**src/common/sata_port_pkg.sv**
```systemverilog
// Purpose: shared constants for the sata port pll recovery block
// Assumes: single 10 MHz clock, synchronous active-low reset
// Notes:   bit positions follow the port command, status and error words
package sata_port_pkg;
   // ==========================================================
   // command word bit positions
   localparam int CMD_SPIN_UP_BIT     = 1;
   localparam int CMD_ALPM_EN_BIT     = 26;
   localparam int CMD_ALPM_SLUMBER    = 27;
   // ==========================================================
   // interrupt status, task file, error and pll go bit positions
   localparam int IS_PIO_SETUP_BIT    = 1;
   localparam int IS_IF_FATAL_BIT     = 27;
   localparam int TFD_BUSY_BIT        = 7;
   localparam int TFD_DRQ_BIT         = 3;
   localparam int SERR_LINK_SEQ_BIT   = 23;
   localparam int PLL_GO_BIT          = 0;
   // ==========================================================
   // port reset detection field
   localparam logic [3:0] DET_COMRESET = 4'h1;
   // ==========================================================
   // fis types and limits
   localparam logic [7:0] FIS_REG_D2H    = 8'h34;
   localparam logic [7:0] FIS_PIO_SETUP  = 8'h5F;
   localparam int         REG_FIS_DWORDS = 8;
   // ==========================================================
   // timing
   localparam int CLK_PERIOD_NS   = 100;
   localparam int RELOCK_TIME_NS  = 1000;
   localparam int RELOCK_CYCLES   = (RELOCK_TIME_NS + CLK_PERIOD_NS - 1) / CLK_PERIOD_NS;
   // ==========================================================
   // reset values
   localparam logic [31:0] STATUS_RESET = 32'h0000_0000;
   // ==========================================================
   // physical interface power states
   typedef enum logic [1:0] {PHY_ACTIVE, PHY_PARTIAL, PHY_SLUMBER} phy_power_t;
endpackage : sata_port_pkg

```
**src/core/pll_lock_timer.sv**
```systemverilog
// Purpose: models lock acquisition of the sata pll after go is raised
// Assumes: go and soft reset are synchronous to clk
// Notes:   lock drops on the next clock edge when go falls or soft reset is high
`timescale 1ns/100ps
`default_nettype none
module pll_lock_timer
   import sata_port_pkg::*;
#(
   parameter int LOCK_CYCLES = RELOCK_CYCLES
)(
   input  wire logic clk,
   input  wire logic reset_n,
   input  wire logic go,
   input  wire logic soft_reset,
   output logic      locked
);
   logic [15:0] count_q;
   logic [15:0] count_d;
   logic        locked_q;
   logic        locked_d;

   always_comb
   begin
      count_d  = count_q;
      locked_d = locked_q;
      if (!go || soft_reset)
      begin
         count_d  = 16'h0000;
         locked_d = 1'b0;
      end
      else if (!locked_q)
      begin
         if (count_q == 16'(LOCK_CYCLES - 1))
            locked_d = 1'b1;
         else
            count_d = count_q + 16'h0001;
      end
   end

   always_ff @(posedge clk)
   begin
      if (!reset_n)
      begin
         count_q  <= 16'h0000;
         locked_q <= 1'b0;
      end
      else
      begin
         count_q  <= count_d;
         locked_q <= locked_d;
      end
   end

   assign locked = locked_q;
endmodule : pll_lock_timer
`default_nettype wire

```
**src/core/sata_port_pll_recovery.sv**
```systemverilog
// Purpose: sata host port slice: power, pll relock, receive status, errors
// Assumes: fis words arrive as a one-cycle valid stream from the link layer
// Notes:   control and status bits are plain ports, no register bus
// Notes on behaviour
// RQ1: software enables phys, starts dma, then sets spin-up bit to one.
// RQ2: aggressive power management enabled by bit 26, bit 27 picks slumber.
// RQ3: with aggressive mode and no commands, only phy lines enter low power.
// RQ4: software stops dma, clears spin-up and powers phys down before pll work.
// RQ5: pll go low unlocks, go high relocks, then the port leaves low power.
// RQ6: software unlocks pll then pulses soft reset so later spin-up works.
// RQ7: received pio setup fis sets pio setup status bit.
// RQ8: pio setup with busy and drq clear must not hang the port.
// RQ9: software reset uses two register fises with srst set then cleared.
// RQ10: port reset writes one into detection field.
// RQ11: software times out stalls, tries software reset, then port reset.
// RQ12: illegal link sequence sets interface fatal and link sequence error.
// RQ13: with both error flags set, software must use port reset.
// RQ14: register fis over eight dwords is an error, no fifo overflow.
// RQ15: after oversized register fis stall, software issues port reset.
// RQ16: pll soft reset high holds pll-derived clocking logic in reset.
`timescale 1ns/100ps
`default_nettype none
module sata_port_pll_recovery
   import sata_port_pkg::*;
#(
   parameter int LOCK_CYCLES = RELOCK_CYCLES,
   parameter int MAX_DWORDS  = REG_FIS_DWORDS
)(
   input  wire logic        clk,
   input  wire logic        reset_n,
   input  wire logic        spin_up,
   input  wire logic        alpm_enable,
   input  wire logic        alpm_slumber,
   input  wire logic        cmds_pending,
   input  wire logic        pll_go,
   input  wire logic        pll_soft_reset_bit,
   input  wire logic [3:0]  det_ctrl,
   input  wire logic        fis_valid,
   input  wire logic        fis_sof,
   input  wire logic        fis_eof,
   input  wire logic [31:0] fis_data,
   input  wire logic        link_seq_error,
   input  wire logic        pio_status_clear,
   input  wire logic        fatal_status_clear,
   input  wire logic        serr_clear,
   output logic             phy_partial,
   output logic             phy_slumber,
   output logic             link_active,
   output logic             pio_setup_status,
   output logic             if_fatal_status,
   output logic             link_seq_err_status,
   output logic             oversize_err_status,
   output logic [7:0]       task_status,
   output logic             comreset_out,
   output logic             pll_domain_reset
);
   // ==========================================================
   // pll lock
   logic pll_locked;
   pll_lock_timer #(.LOCK_CYCLES(LOCK_CYCLES)) u_lock (
      .clk        (clk),
      .reset_n    (reset_n),
      .go         (pll_go),
      .soft_reset (pll_soft_reset_bit),
      .locked     (pll_locked)
   );

   // ==========================================================
   // power state
   phy_power_t pwr_q;
   phy_power_t pwr_d;
   logic       was_unlocked_q;
   logic       was_unlocked_d;
   logic       link_active_q;
   logic       link_active_d;
   logic       pll_rst_q;
   logic       pll_rst_d;

   always_comb
   begin
      pwr_d          = pwr_q;
      was_unlocked_d = was_unlocked_q | ~pll_locked;
      link_active_d  = spin_up & pll_locked & ~pll_rst_q;
      pll_rst_d      = pll_soft_reset_bit | ~pll_locked;  // see RQ16
      if (was_unlocked_q && pll_locked)
      begin
         pwr_d          = PHY_ACTIVE;  // see RQ5
         was_unlocked_d = 1'b0;
      end
      else if (alpm_enable && !cmds_pending && spin_up)  // see RQ3
         pwr_d = alpm_slumber ? PHY_SLUMBER : PHY_PARTIAL;  // see RQ2
      else if (cmds_pending || !alpm_enable)
         pwr_d = PHY_ACTIVE;
   end

   always_ff @(posedge clk)
   begin
      if (!reset_n)
      begin
         pwr_q          <= PHY_ACTIVE;
         was_unlocked_q <= 1'b0;
         link_active_q  <= 1'b0;
         pll_rst_q      <= 1'b1;
      end
      else
      begin
         pwr_q          <= pwr_d;
         was_unlocked_q <= was_unlocked_d;
         link_active_q  <= link_active_d;
         pll_rst_q      <= pll_rst_d;
      end
   end

   // ==========================================================
   // receive fis parser
   logic [7:0] fis_type_q;
   logic [7:0] fis_type_d;
   logic [7:0] dw_cnt_q;
   logic [7:0] dw_cnt_d;
   logic       drop_q;
   logic       drop_d;
   logic       pio_ev;
   logic       over_ev;
   logic [7:0] tfd_q;
   logic [7:0] tfd_d;
   logic [7:0] cur_type;
   logic       rx_ok;

   always_comb
   begin
      fis_type_d = fis_type_q;
      dw_cnt_d   = dw_cnt_q;
      drop_d     = drop_q;
      tfd_d      = tfd_q;
      pio_ev     = 1'b0;
      over_ev    = 1'b0;
      rx_ok      = fis_valid & ~pll_rst_q;  // see RQ16
      cur_type   = fis_sof ? fis_data[7:0] : fis_type_q;
      if (rx_ok)
      begin
         if (fis_sof)
         begin
            fis_type_d = fis_data[7:0];
            dw_cnt_d   = 8'h01;
            drop_d     = 1'b0;
            tfd_d      = fis_data[23:16];
         end
         else if (!drop_q)
            dw_cnt_d = dw_cnt_q + 8'h01;
         // oversized register fis: stop counting, drop tail words
         if (cur_type == FIS_REG_D2H && !fis_sof && !drop_q
             && dw_cnt_q >= 8'(MAX_DWORDS))
         begin
            drop_d  = 1'b1;  // see RQ14
            over_ev = 1'b1;  // see RQ14
         end
         // pio setup completes whatever the busy and drq bits say
         if (fis_eof && cur_type == FIS_PIO_SETUP)
            pio_ev = 1'b1;  // see RQ7, RQ8
         if (fis_eof)
         begin
            fis_type_d = 8'h00;
            dw_cnt_d   = 8'h00;
         end
      end
   end

   always_ff @(posedge clk)
   begin
      if (!reset_n || pll_rst_q)
      begin
         fis_type_q <= 8'h00;
         dw_cnt_q   <= 8'h00;
         drop_q     <= 1'b0;
         tfd_q      <= 8'h00;
      end
      else
      begin
         fis_type_q <= fis_type_d;
         dw_cnt_q   <= dw_cnt_d;
         drop_q     <= drop_d;
         tfd_q      <= tfd_d;
      end
   end

   // ==========================================================
   // sticky status, set wins over clear
   logic [3:0]  sts_q;
   logic [3:0]  sts_d;
   logic [3:0]  sts_set;
   logic [3:0]  sts_clr;
   logic        comreset_q;
   logic        comreset_d;

   always_comb
   begin
      sts_set    = {over_ev, link_seq_error, link_seq_error, pio_ev};  // see RQ12
      sts_clr    = {fatal_status_clear, serr_clear, fatal_status_clear, pio_status_clear};
      sts_d      = (sts_q & ~sts_clr) | sts_set;
      comreset_d = (det_ctrl == DET_COMRESET);
      if (comreset_q)
         sts_d = sts_set;  // port reset clears error state
   end

   always_ff @(posedge clk)
   begin
      if (!reset_n)
      begin
         sts_q      <= 4'h0;
         comreset_q <= 1'b0;
      end
      else
      begin
         sts_q      <= sts_d;
         comreset_q <= comreset_d;
      end
   end

   // ==========================================================
   // outputs
   logic phy_partial_q;
   logic phy_slumber_q;
   always_ff @(posedge clk)
   begin
      if (!reset_n)
      begin
         phy_partial_q <= 1'b0;
         phy_slumber_q <= 1'b0;
      end
      else
      begin
         phy_partial_q <= (pwr_d == PHY_PARTIAL);
         phy_slumber_q <= (pwr_d == PHY_SLUMBER);
      end
   end

   assign phy_partial         = phy_partial_q;
   assign phy_slumber         = phy_slumber_q;
   assign link_active         = link_active_q;
   assign pio_setup_status    = sts_q[0];
   assign if_fatal_status     = sts_q[1];
   assign link_seq_err_status = sts_q[2];
   assign oversize_err_status = sts_q[3];
   assign task_status         = tfd_q;
   assign comreset_out        = comreset_q;
   assign pll_domain_reset    = pll_rst_q;
endmodule : sata_port_pll_recovery
`default_nettype wire

```
**config.mk**
```make
export PLATFORM = sky130hd
export DESIGN_NAME = sata_port_pll_recovery
export DESIGN_NICKNAME = d
export VERILOG_FILES = /design/src/common/sata_port_pkg.sv /design/src/core/pll_lock_timer.sv /design/src/core/sata_port_pll_recovery.sv
export SDC_FILE = /design/constraint.sdc
export NUM_CORES = 1
export LEC_CHECK = 0
export BUFFER_PORTS_ARGS = -buffer_cell sky130_fd_sc_hd__buf_2
export CAP_MARGIN = 0
export CORE_MARGIN = 2
export CORE_UTILIZATION = 55
export DETAILED_ROUTE_END_ITERATION = 12
export GPL_ROUTABILITY_DRIVEN = 0
export HOLD_SLACK_MARGIN = 0.1
export PLACE_DENSITY = 0.84
export SLEW_MARGIN = 10
export SYNTH_ARGS = -nofsm -noshare
export SYNTH_HDL_FRONTEND = slang
export SYNTH_SLANG_ARGS = --single-unit
```
**constraint.sdc**
```tcl
create_clock -name clk -period 2.64 [get_ports clk]
set_input_delay 0.528 -clock clk [delete_from_list [all_inputs] [get_ports clk]]
set_output_delay 0.528 -clock clk [all_outputs]
set_load 0.01 [all_outputs]
```
==> out/qor.txt, run 1 <==
Outcome: complete, no violations
Net count, final: 376
Final period util: 66.5%
CTS hold repair buffers: 0
Cell Rows: 23
Pins Over Slew Limit: 0
Setup violators final: 0
First-pass GRT wire length: 7670 um
Register area share after synthesis: 46.7%
Drt pass-1 iters: 4
Post-layout minimum cycle time: 1.76 ns
Largest net degree at the start of global routing: 23
Inserted Clock Buffers: 5
P_leak: 0.985 nW
Async SR Flop Fraction: 0%
Critical path required time: 2.84 ns
Arrival @ worst endpoint: 1.96 ns
CTS tree: yes
Mean routed wirelength per cell: 12.6 um
Rel. slew slack: 64.4%
Root buf cell: clkbuf_8
Placed cell count: 364
Share of cells above drive strength 1: 21.1%
Fin util: 67.8%
Hold WS: 0.368 ns
Vias/cell: 5.51
Sw Share: 21.0%
Dominant cell type by area after synthesis: dfxtp_1
Distinct cells, synth: 43
Initial drt markers: 129
CP max stage delay: 0.47 ns
Vias in the first global route: 1867
Fin Setup TNS: 0 ns
Clock Power Share: 38.4%
Sequential share of power: 57.2%
Combinational group share of total power: 4.3%
Fmax: 0.569 GHz
Syn nets: 323
I/O Buffers: 51
Final Hold Vio Count: 0
P_int: 1.13 mW
Post-Synthesis Cells: 268
WL final: 4670 um
Die area: 4740 um^2
CP max stage cell: a41oi_1
Clock latency on the worst-skew pair: 0.31 ns
Post-synth top area share: 46.7%
Die W: 68.9 um
Power Density: 526 nW/um^2
Initial antenna violation count: 0
Seq cells post-synth: 54
P&R area growth vs syn: 18.1%
Initial core utilization: 57.4%
Htree depth: 2
Switching power: 0.301 mW
Clock Sinks: 54
Detailed-route via count: 2048
Final Skew: 0.00939 ns
Number of flops mapped to enable cells by yosys: 0
Crit-path max FO: 6
Unrepaired setup endpoints after global routing: no
Fill cells: 354
Top cells by area, synth: dfxtp_1 47%, nor2_1 6.0%, nand2_1 3.9%
Worst hold-check path type: in -> reg
Worst setup path class: reg -> reg
Total Routing Usage GR: 21.5%
N_diodes: 0
Fin cells: 372
FF/Latch Area: 1080 um^2
Die H: 68.9 um
Post-Syn Area: 2310 um^2
Max-cap viol count: 0
CP Capture Type: register
Area of the multi-input gates: 1140 um^2
Synthesis warning total: 0
Detail Placement HPWL: 3420 um
Peak VDD IR: 0.000350 V
Post-CTS setup buffers: 0
# DRC: 0
Crit start category: register
Worst slew pin tran: 0.527 ns
Post_cts resized: 0
Antenna Nets Post-Route: 0
Worst-path clk slew: 0.10 ns
Core area: 4030 um^2
GRT overflow: 0
# IOs: 68
Syn Area/Cell: 8.63 um^2
CTS Buffer Depth: 2
Post-synth top flop: dfxtp_1
Cell Chain, Critical Path: inv_1, ha_1, nor4b_1, a41oi_1, a211oi_1, a31o_2
path summary, 6_finish.rpt:
| check | from | to | depth (start not counted) | slack (ns) |
|---|---|---|---|---|
| min | det_ctrl[1] | comreset_out | 2 | 0.37 |
| max | u_lock.count_q[1] | u_lock.count_q[2] | 6 | 0.88 |
| min reg2reg | task_status[3] | task_status[3] | 2 | 0.46 |
| max reg2reg | u_lock.count_q[1] | u_lock.count_q[2] | 6 | 0.88 |
worst max-delay path: cells and delay by family (launching register included):
kind	cells	cell delay (ns)
adders and majority gates	1	0.18
and+or+nand+nor	1	0.14
DFF	1	0.42
AOI/OAI and AO/OA	3	0.85
buffers and inverters	1	0.07
kinds of logic (layout without fill, tap and decap cells):
group,count (synthesis),in the layout,synth area share (%)
AO/OA/AOI/OAI,47,47,13.0
XOR/XNOR,14,14,5.30
adder cells (fa/ha/maj),4,4,2.16
buffers and inverters,21,75,3.79
flip-flops,54,54,46.7
multiplexers,2,2,0.919
AND/OR/NAND/NOR,126,126,28.1
state kept, by name (all words and copies together) (netlist names):
register and count:
dw_cnt_q 8, drop_q 1, phy_partial 1, sts_q 4, link_active 1, phy_slumber 1, u_lock.count_q 16, u_lock.locked 1
pll_domain_reset 1, comreset_out 1, was_unlocked_q 1, pwr_q 2, fis_type_q 8, task_status 8
placed cells by master (no fill, tap or decap), types with 5 or more instances in the layout:
master / instances
o21ai_0: 7
nand2_1: 24
dfxtp_1: 54
a21oi_1: 17
inv_1: 12
clkbuf_8: 5
nor2b_1: 5
nor2_1: 37
xnor2_1: 9
buf_2: 51
nor3_1: 8
nor4_1: 6
a22oi_1: 8
nand4_1: 8
nand3_1: 14
xor2_1: 5
power groups by stage:
stage                     Combinational [mW]  Clock (mW)  Sequential [mW]
after floorplan                       0.0255           0            0.842
after global placement                0.0610           0            0.841
after detailed placement              0.0622           0            0.841
after CTS                             0.0627       0.565            0.822
after global routing                  0.0700       0.595            0.823
final                                 0.0623       0.551            0.822
routing by layer:
| layer | vias up | GRT usage (%) | wire (um) |
|---|---|---|---|
| met5 | - | 0 | 0 |
| met4 | 0 | 6.86 | 43 |
| met3 | 4 | 4.38 | 181 |
| met2 | 42 | 38.6 | 2350 |
| met1 | 949 | 25.6 | 2100 |
| li1 | 1053 | - | - |
through the flow:
step,setup slack [ns],total power [mW],instance area [um^2]
detailed placement,0.716,0.903,2620
CTS,0.873,1.45,2730
finish,0.883,1.44,2730
global placement,0.723,0.902,2620
global route,0.717,1.49,2730
floorplan,0.918,0.867,2310
Yosys cell counts, types with 5 or more instances:
cell	n
dfxtp_1	54
nor2_1	37
nand2_1	24
a21oi_1	17
nand3_1	14
inv_1	12
xnor2_1	9
a22oi_1	8
nand4_1	8
nor3_1	8
o21ai_0	7
clkbuf_1	6
nor4_1	6
nor2b_1	5
xor2_1	5
area by class of cell:
class / instances / share of cell area [%]
Multi-Input combinational cell: 193 / 41.9
Sequential cell: 54 / 39.6
Timing Repair Buffer: 55 / 10.4
Clock buffer: 5 / 2.52
Tap cell: 50 / 2.29
Inverter: 12 / 1.65
Clock inverter: 3 / 1.60
Power figures use the tool's default switching activity.
==> run 2, diff against run 1 <==
- CORE_UTILIZATION: 55 -> 51
- PLACE_DENSITY: 0.84 -> 0.79
- clock period: 2.64 -> 1.7 ns (I/O delays scaled with it)
==> out/qor.txt, run 2 (synthesized netlist as in run 1, its figures left out) <==
Unrepaired setup endpoints after global routing: no
Die H: 71.4 um (+3.6%)
Most common cell after layout, fill and taps aside: dfxtp_1
Vias/cell: 5.37 (-2.5%)
Peak VDD IR: 0.000424 V (+21%)
Die area: 5090 um^2 (+7.4%)
Setup violators final: 0 (unchanged)
Root buf cell: clkbuf_8
CTS Buffer Depth: 2 (unchanged)
Final period util: 88.4% (+22 points)
Net count, final: 387 (+2.9%)
CTS tree: yes
Initial core utilization: 53.1% (-4.3 points)
N_diodes: 0 (unchanged)
CP max stage delay: 0.41 ns (-0.06 ns)
Core area: 4350 um^2 (+8.1%)
Largest net degree at the start of global routing: 23 (unchanged)
Crit start category: register
Placed cell count: 377 (+3.6%)
Cell Chain, Critical Path: ha_1, nand4b_1, nor4_1, xnor2_1, nor2_1
Share of cells above drive strength 1: 24.3% (+3.2 points)
Worst hold-check path type: in -> reg
DP Worst Slack: 0.105 ns (-0.610 ns)
Final Hold Vio Count: 0 (unchanged)
Drt pass-1 iters: 4 (unchanged)
Final Skew: 0.0101 ns (+0.000756 ns)
Htree depth: 2 (unchanged)
Crit-path max FO: 6 (unchanged)
Finished Cell Area: 2810 um^2 (+2.7%)
I/O Buffers: 51 (unchanged)
Worst-path clk slew: 0.09 ns (about the same)
Setup ws final: 0.197 ns (-0.687 ns)
Critical path required time: 1.91 ns (-0.93 ns)
Most frequent cells in the layout: 53 x dfxtp_1, 51 x buf_2, 37 x nor2_1
Initial drt markers: 95 (-26%)
WL final: 4760 um (+1.8%)
Placed Area: 2700 um^2 (+3.2%)
Outcome: complete, no violations
Max-cap viol count: 0 (unchanged)
Post-layout minimum cycle time: 1.50 ns (-0.253 ns)
CP Capture Type: register
Fin cells: 385 (+3.5%)
P_leak: 1.03 nW (+4.4%)
Clock Sinks: 54 (unchanged)
Inserted Clock Buffers: 5 (unchanged)
Antenna Nets Post-Route: 0 (unchanged)
P&R area growth vs syn: 21.3%
Fmax: 0.665 GHz (+17%)
Worst setup path class: reg -> reg
Arrival @ worst endpoint: 1.71 ns (-0.25 ns)
Fin Setup TNS: 0 ns (unchanged)
First-pass GRT wire length: 8160 um (+6.5%)
Cell Rows: 24 (+4.3%)
Pins Over Slew Limit: 0 (unchanged)
GRT overflow: 0 (unchanged)
Rel. slew slack: 75.9% (+12 points)
Vias in the first global route: 1983 (+6.2%)
Total Routing Usage GR: 19.8% (-1.7 points)
Clock latency on the worst-skew pair: 0.32 ns (about the same)
# DRC: 0 (unchanged)
Largest register FFs: 16 (unchanged)
Detailed-route via count: 2067 (+0.93%)
Mean routed wirelength per cell: 12.4 um (-1.6%)
Worst slew pin tran: 0.360 ns (-0.166 ns)
Post-CTS setup buffers: 0 (unchanged)
Register bank with the most flops: u_lock.count_q
# IOs: 68 (unchanged)
Detail Placement HPWL: 3570 um (+4.2%)
Die W: 71.4 um (+3.6%)
CP max stage cell: dfxtp_1
Power Density: 744 nW/um^2 (+41%)
Initial antenna violation count: 0 (unchanged)
## run 2: final cells by class
cell class              count  area, um^2
clock inverters             2        13.8
inverters                  12        45.0
well taps                  52        65.1
fillers                   365        1550
repair buffers             66         368
flip-flops and latches     54        1080
clock buffers               6        72.6
multi-input cells         193        1160
## run 2: timing repair
item	CTS	global route
setup endpoints to repair	0	1
resized for setup	0	3
hold buffers	0	0
## run 2: critical path, delay by kind of cell, from the launching register on
kind / cells / cell delay, ns
AND/OR/NAND/NOR: 3 / 0.61
adder cells (fa/ha/maj): 1 / 0.22
XOR/XNOR: 1 / 0.16
flip-flops: 1 / 0.41
## run 2: stage by stage
step	power, mW	utilization [%]	hold slack [ns]
2_1_floorplan	1.35	-	0.416
3_3_place_gp	1.41	62.1	0.438
3_5_place_dp	1.41	62.1	0.438
4_1_cts	2.11	64.1	0.169
5_1_grt	2.16	64.4	0.174
6_report	2.09	64.4	0.178
## run 2: per-layer routing
metal	vias up	global-route usage, %	part of all wire (%)
met1	949	23.9	44
met4	0	9.01	1.7
li1	1072	-	-
met3	7	3.38	3.8
met5	-	0	0
met2	39	34.5	50
## run 2: worst paths after layout
kind	endpoint	slack, ns	cells past startpoint	start
setup / recovery	u_lock.count_q[14]	0.20	5	u_lock.count_q[0]
hold / removal	comreset_out	0.18	2	det_ctrl[1]
setup reg to reg	u_lock.count_q[14]	0.20	5	u_lock.count_q[0]
hold reg to reg	task_status[5]	0.46	2	task_status[5]
## run 2: power by group
group          leakage (nW)  switching (mW)  internal, mW  total, mW
Sequential            0.437         0.00451          1.27       1.28
Combinational         0.547          0.0513        0.0539      0.105
Clock                0.0452           0.413         0.291      0.705
Total                  1.03           0.469          1.62       2.09
==> run 3, diff against run 2 <==
- BUFFER_PORTS_ARGS: -buffer_cell sky130_fd_sc_hd__buf_2 -> not set
- CORE_UTILIZATION: 51 -> 60
- CTS_CLUSTER_DIAMETER: not set -> 30
- DONT_BUFFER_PORTS: not set -> 1
- PLACE_DENSITY: 0.79 -> 0.76
==> out/qor.txt, run 3 (synthesized netlist as in run 1, its figures left out) <==
Antenna Nets Post-Route: 0 (unchanged)
Area of the multi-input gates: 1150 um^2 (-0.65%)
Core area: 3690 um^2 (-15%)
CTS Buffer Depth: 2 (unchanged)
CP max stage delay: 0.40 ns (about the same)
Initial core utilization: 62.7% (+9.6 points)
FF/Latch Area: 1080 um^2 (-0.12%)
Net count, final: 332 (-14%)
Clock Sinks: 54 (unchanged)
Worst slew pin tran: 0.523 ns (+0.162 ns)
Crit-path max FO: 7 (+1)
Power Density: 856 nW/um^2 (+15%)
Unrepaired setup endpoints after global routing: yes
Hold_sp: reset_n
R2R Path Start: u_lock.count_q[0]
Htree depth: 2 (unchanged)
Die W: 66.1 um (-7.4%)
Critical Path Start: u_lock.count_q[0]
Total Routing Usage GR: 22.4% (+2.6 points)
P_int: 1.73 mW (+7.3%)
Outcome: complete, no violations
Final Hold Vio Count: 0 (unchanged)
# IOs: 68 (unchanged)
Detailed-route via count: 1873 (-9.4%)
Fmax: 0.629 GHz (-5.5%)
Reg-to-reg slack, setup: 0.11 ns (-0.09 ns)
Cell Chain, Critical Path: ha_1, nand4b_1, nor4_1, xnor2_1, nor2_1
Min-Delay Path Depth: 1 (-1)
Pins Over Slew Limit: 0 (unchanged)
Placed Area: 2400 um^2 (-11%)
CTS tree: yes
CP max stage cell: dfxtp_1
Vias in the first global route: 1701 (-14%)
Crit start category: register
WL final: 4630 um (-2.7%)
Total Power: 2.17 mW (+3.8%)
Setup violators final: 0 (unchanged)
Hold WS: 0.116 ns (-0.0617 ns)
Sw Share: 19.9% (-2.6 points)
Sequential share of power: 59.0% (-2.2 points)
Largest register FFs: 16 (unchanged)
Most frequent cells in the layout: 54 x dfxtp_1, 37 x nor2_1, 24 x nand2_1
Finished Cell Area: 2530 um^2 (-9.8%)
Arrival @ worst endpoint: 1.79 ns (+0.08 ns)
Peak VDD IR: 0.000653 V (+54%)
Worst-path clk slew: 0.09 ns (about the same)
Final period util: 93.6% (+5.2 points)
First-pass GRT wire length: 7490 um (-8.2%)
Clock latency on the worst-skew pair: 0.31 ns (about the same)
Inserted Clock Buffers: 5 (unchanged)
P_leak: 0.795 nW (-23%)
Detail Placement HPWL: 3260 um (-8.6%)
Initial antenna violation count: 0 (unchanged)
Share of cells above drive strength 1: 7.55% (-17 points)
R2R Path End: u_lock.count_q[12]
Worst hold-check path type: in -> reg
Initial drt markers: 171 (+80%)
Drt pass-1 iters: 4 (unchanged)
N_diodes: 0 (unchanged)
# DRC: 0 (unchanged)
Final Skew: 0.00604 ns (-0.00410 ns)
Die H: 66.1 um (-7.4%)
Register bank with the most flops: u_lock.count_q
Clock Power Share: 39.1% (+5.3 points)
DP Worst Slack: 0.143 ns (+0.0374 ns)
Rel. slew slack: 65.0% (-11 points)
Fin util: 68.6% (+4.2 points)
CP Capture Type: register
Switching power: 0.431 mW (-8.1%)
I/O Buffers: 0 (-100%)
Die area: 4370 um^2 (-14%)
Fill cells: 318 (-13%)
Hold worst-path end: pll_domain_reset
Largest net degree at the start of global routing: 23 (unchanged)
Most common cell after layout, fill and taps aside: dfxtp_1
Root buf cell: clkbuf_8
Critical path required time: 1.90 ns (about the same)
Combinational group share of total power: 1.9% (-3.1 points)
Setup ws final: 0.109 ns (-0.0876 ns)
GRT overflow: 0 (unchanged)
Post-CTS setup buffers: 0 (unchanged)
Mean routed wirelength per cell: 14.2 um (+15%)
Post-layout minimum cycle time: 1.59 ns (+0.0876 ns)
Worst setup path class: reg -> reg
Max-cap viol count: 0 (unchanged)
Vias/cell: 5.75 (+7.0%)
R2R depth: 5 (unchanged)
P&R area growth vs syn: 9.41%
Cell Rows: 22 (-8.3%)
run 3: worst max path at each step:
| stage | endpoint | slack [ns] | cells after the start |
|---|---|---|---|
| floorplan | u_lock.count_q[2] | 0.13 | 6 |
| global placement | u_lock.count_q[14] | 0.17 | 5 |
| finish | u_lock.count_q[12] | 0.11 | 5 |
| detailed placement | u_lock.count_q[12] | 0.14 | 5 |
| CTS | u_lock.count_q[12] | 0.12 | 5 |
| global route | u_lock.count_q[14] | -0.03 | 5 |
run 3: cell type report:
| type | count | area share (%) |
|---|---|---|
| multi-input cells | 193 | 45.5 |
| flip-flops and latches | 54 | 42.7 |
| repair buffers | 11 | 3.46 |
| clock buffers | 7 | 3.02 |
| well taps | 48 | 2.37 |
| inverters | 12 | 1.78 |
| clock inverters | 1 | 1.19 |
run 3: metrics by stage:
step                      TNS, ns  std cells
final                           0        326
after global routing      -0.0375        326
after CTS                       0        326
after detailed placement        0        316
after global placement          0        316
after floorplan                 0        268
run 3: layer usage:
metal	part of all wire (%)	routed length, um	global-route usage (%)
met5	0	0	0
met4	1.9	88	10.7
met3	4.1	192	4.43
met2	51	2360	38.5
met1	43	1990	26.5
run 3: what timing repair did:
item | in CTS | in global routing
setup endpoints to repair | 0 | 5
endpoints found under the hold margin | 1 | 0
resized for setup | 0 | 1
hold buffers | 2 | 0
run 3: critical path: cells and delay by family, from the launching register on:
kind	cells	cell delay [ns]
xor+xnor	1	0.16
fa+ha+maj	1	0.21
flops	1	0.40
simple gates	3	0.70
run 3: power groups by stage:
stage	Combinational, mW	Sequential [mW]	Clock [mW]
floorplan	0.0396	1.31	0
global placement	0.0380	1.31	0
detailed placement	0.0391	1.31	0
CTS	0.0421	1.28	0.864
global route	0.0474	1.28	0.917
finish	0.0420	1.28	0.846
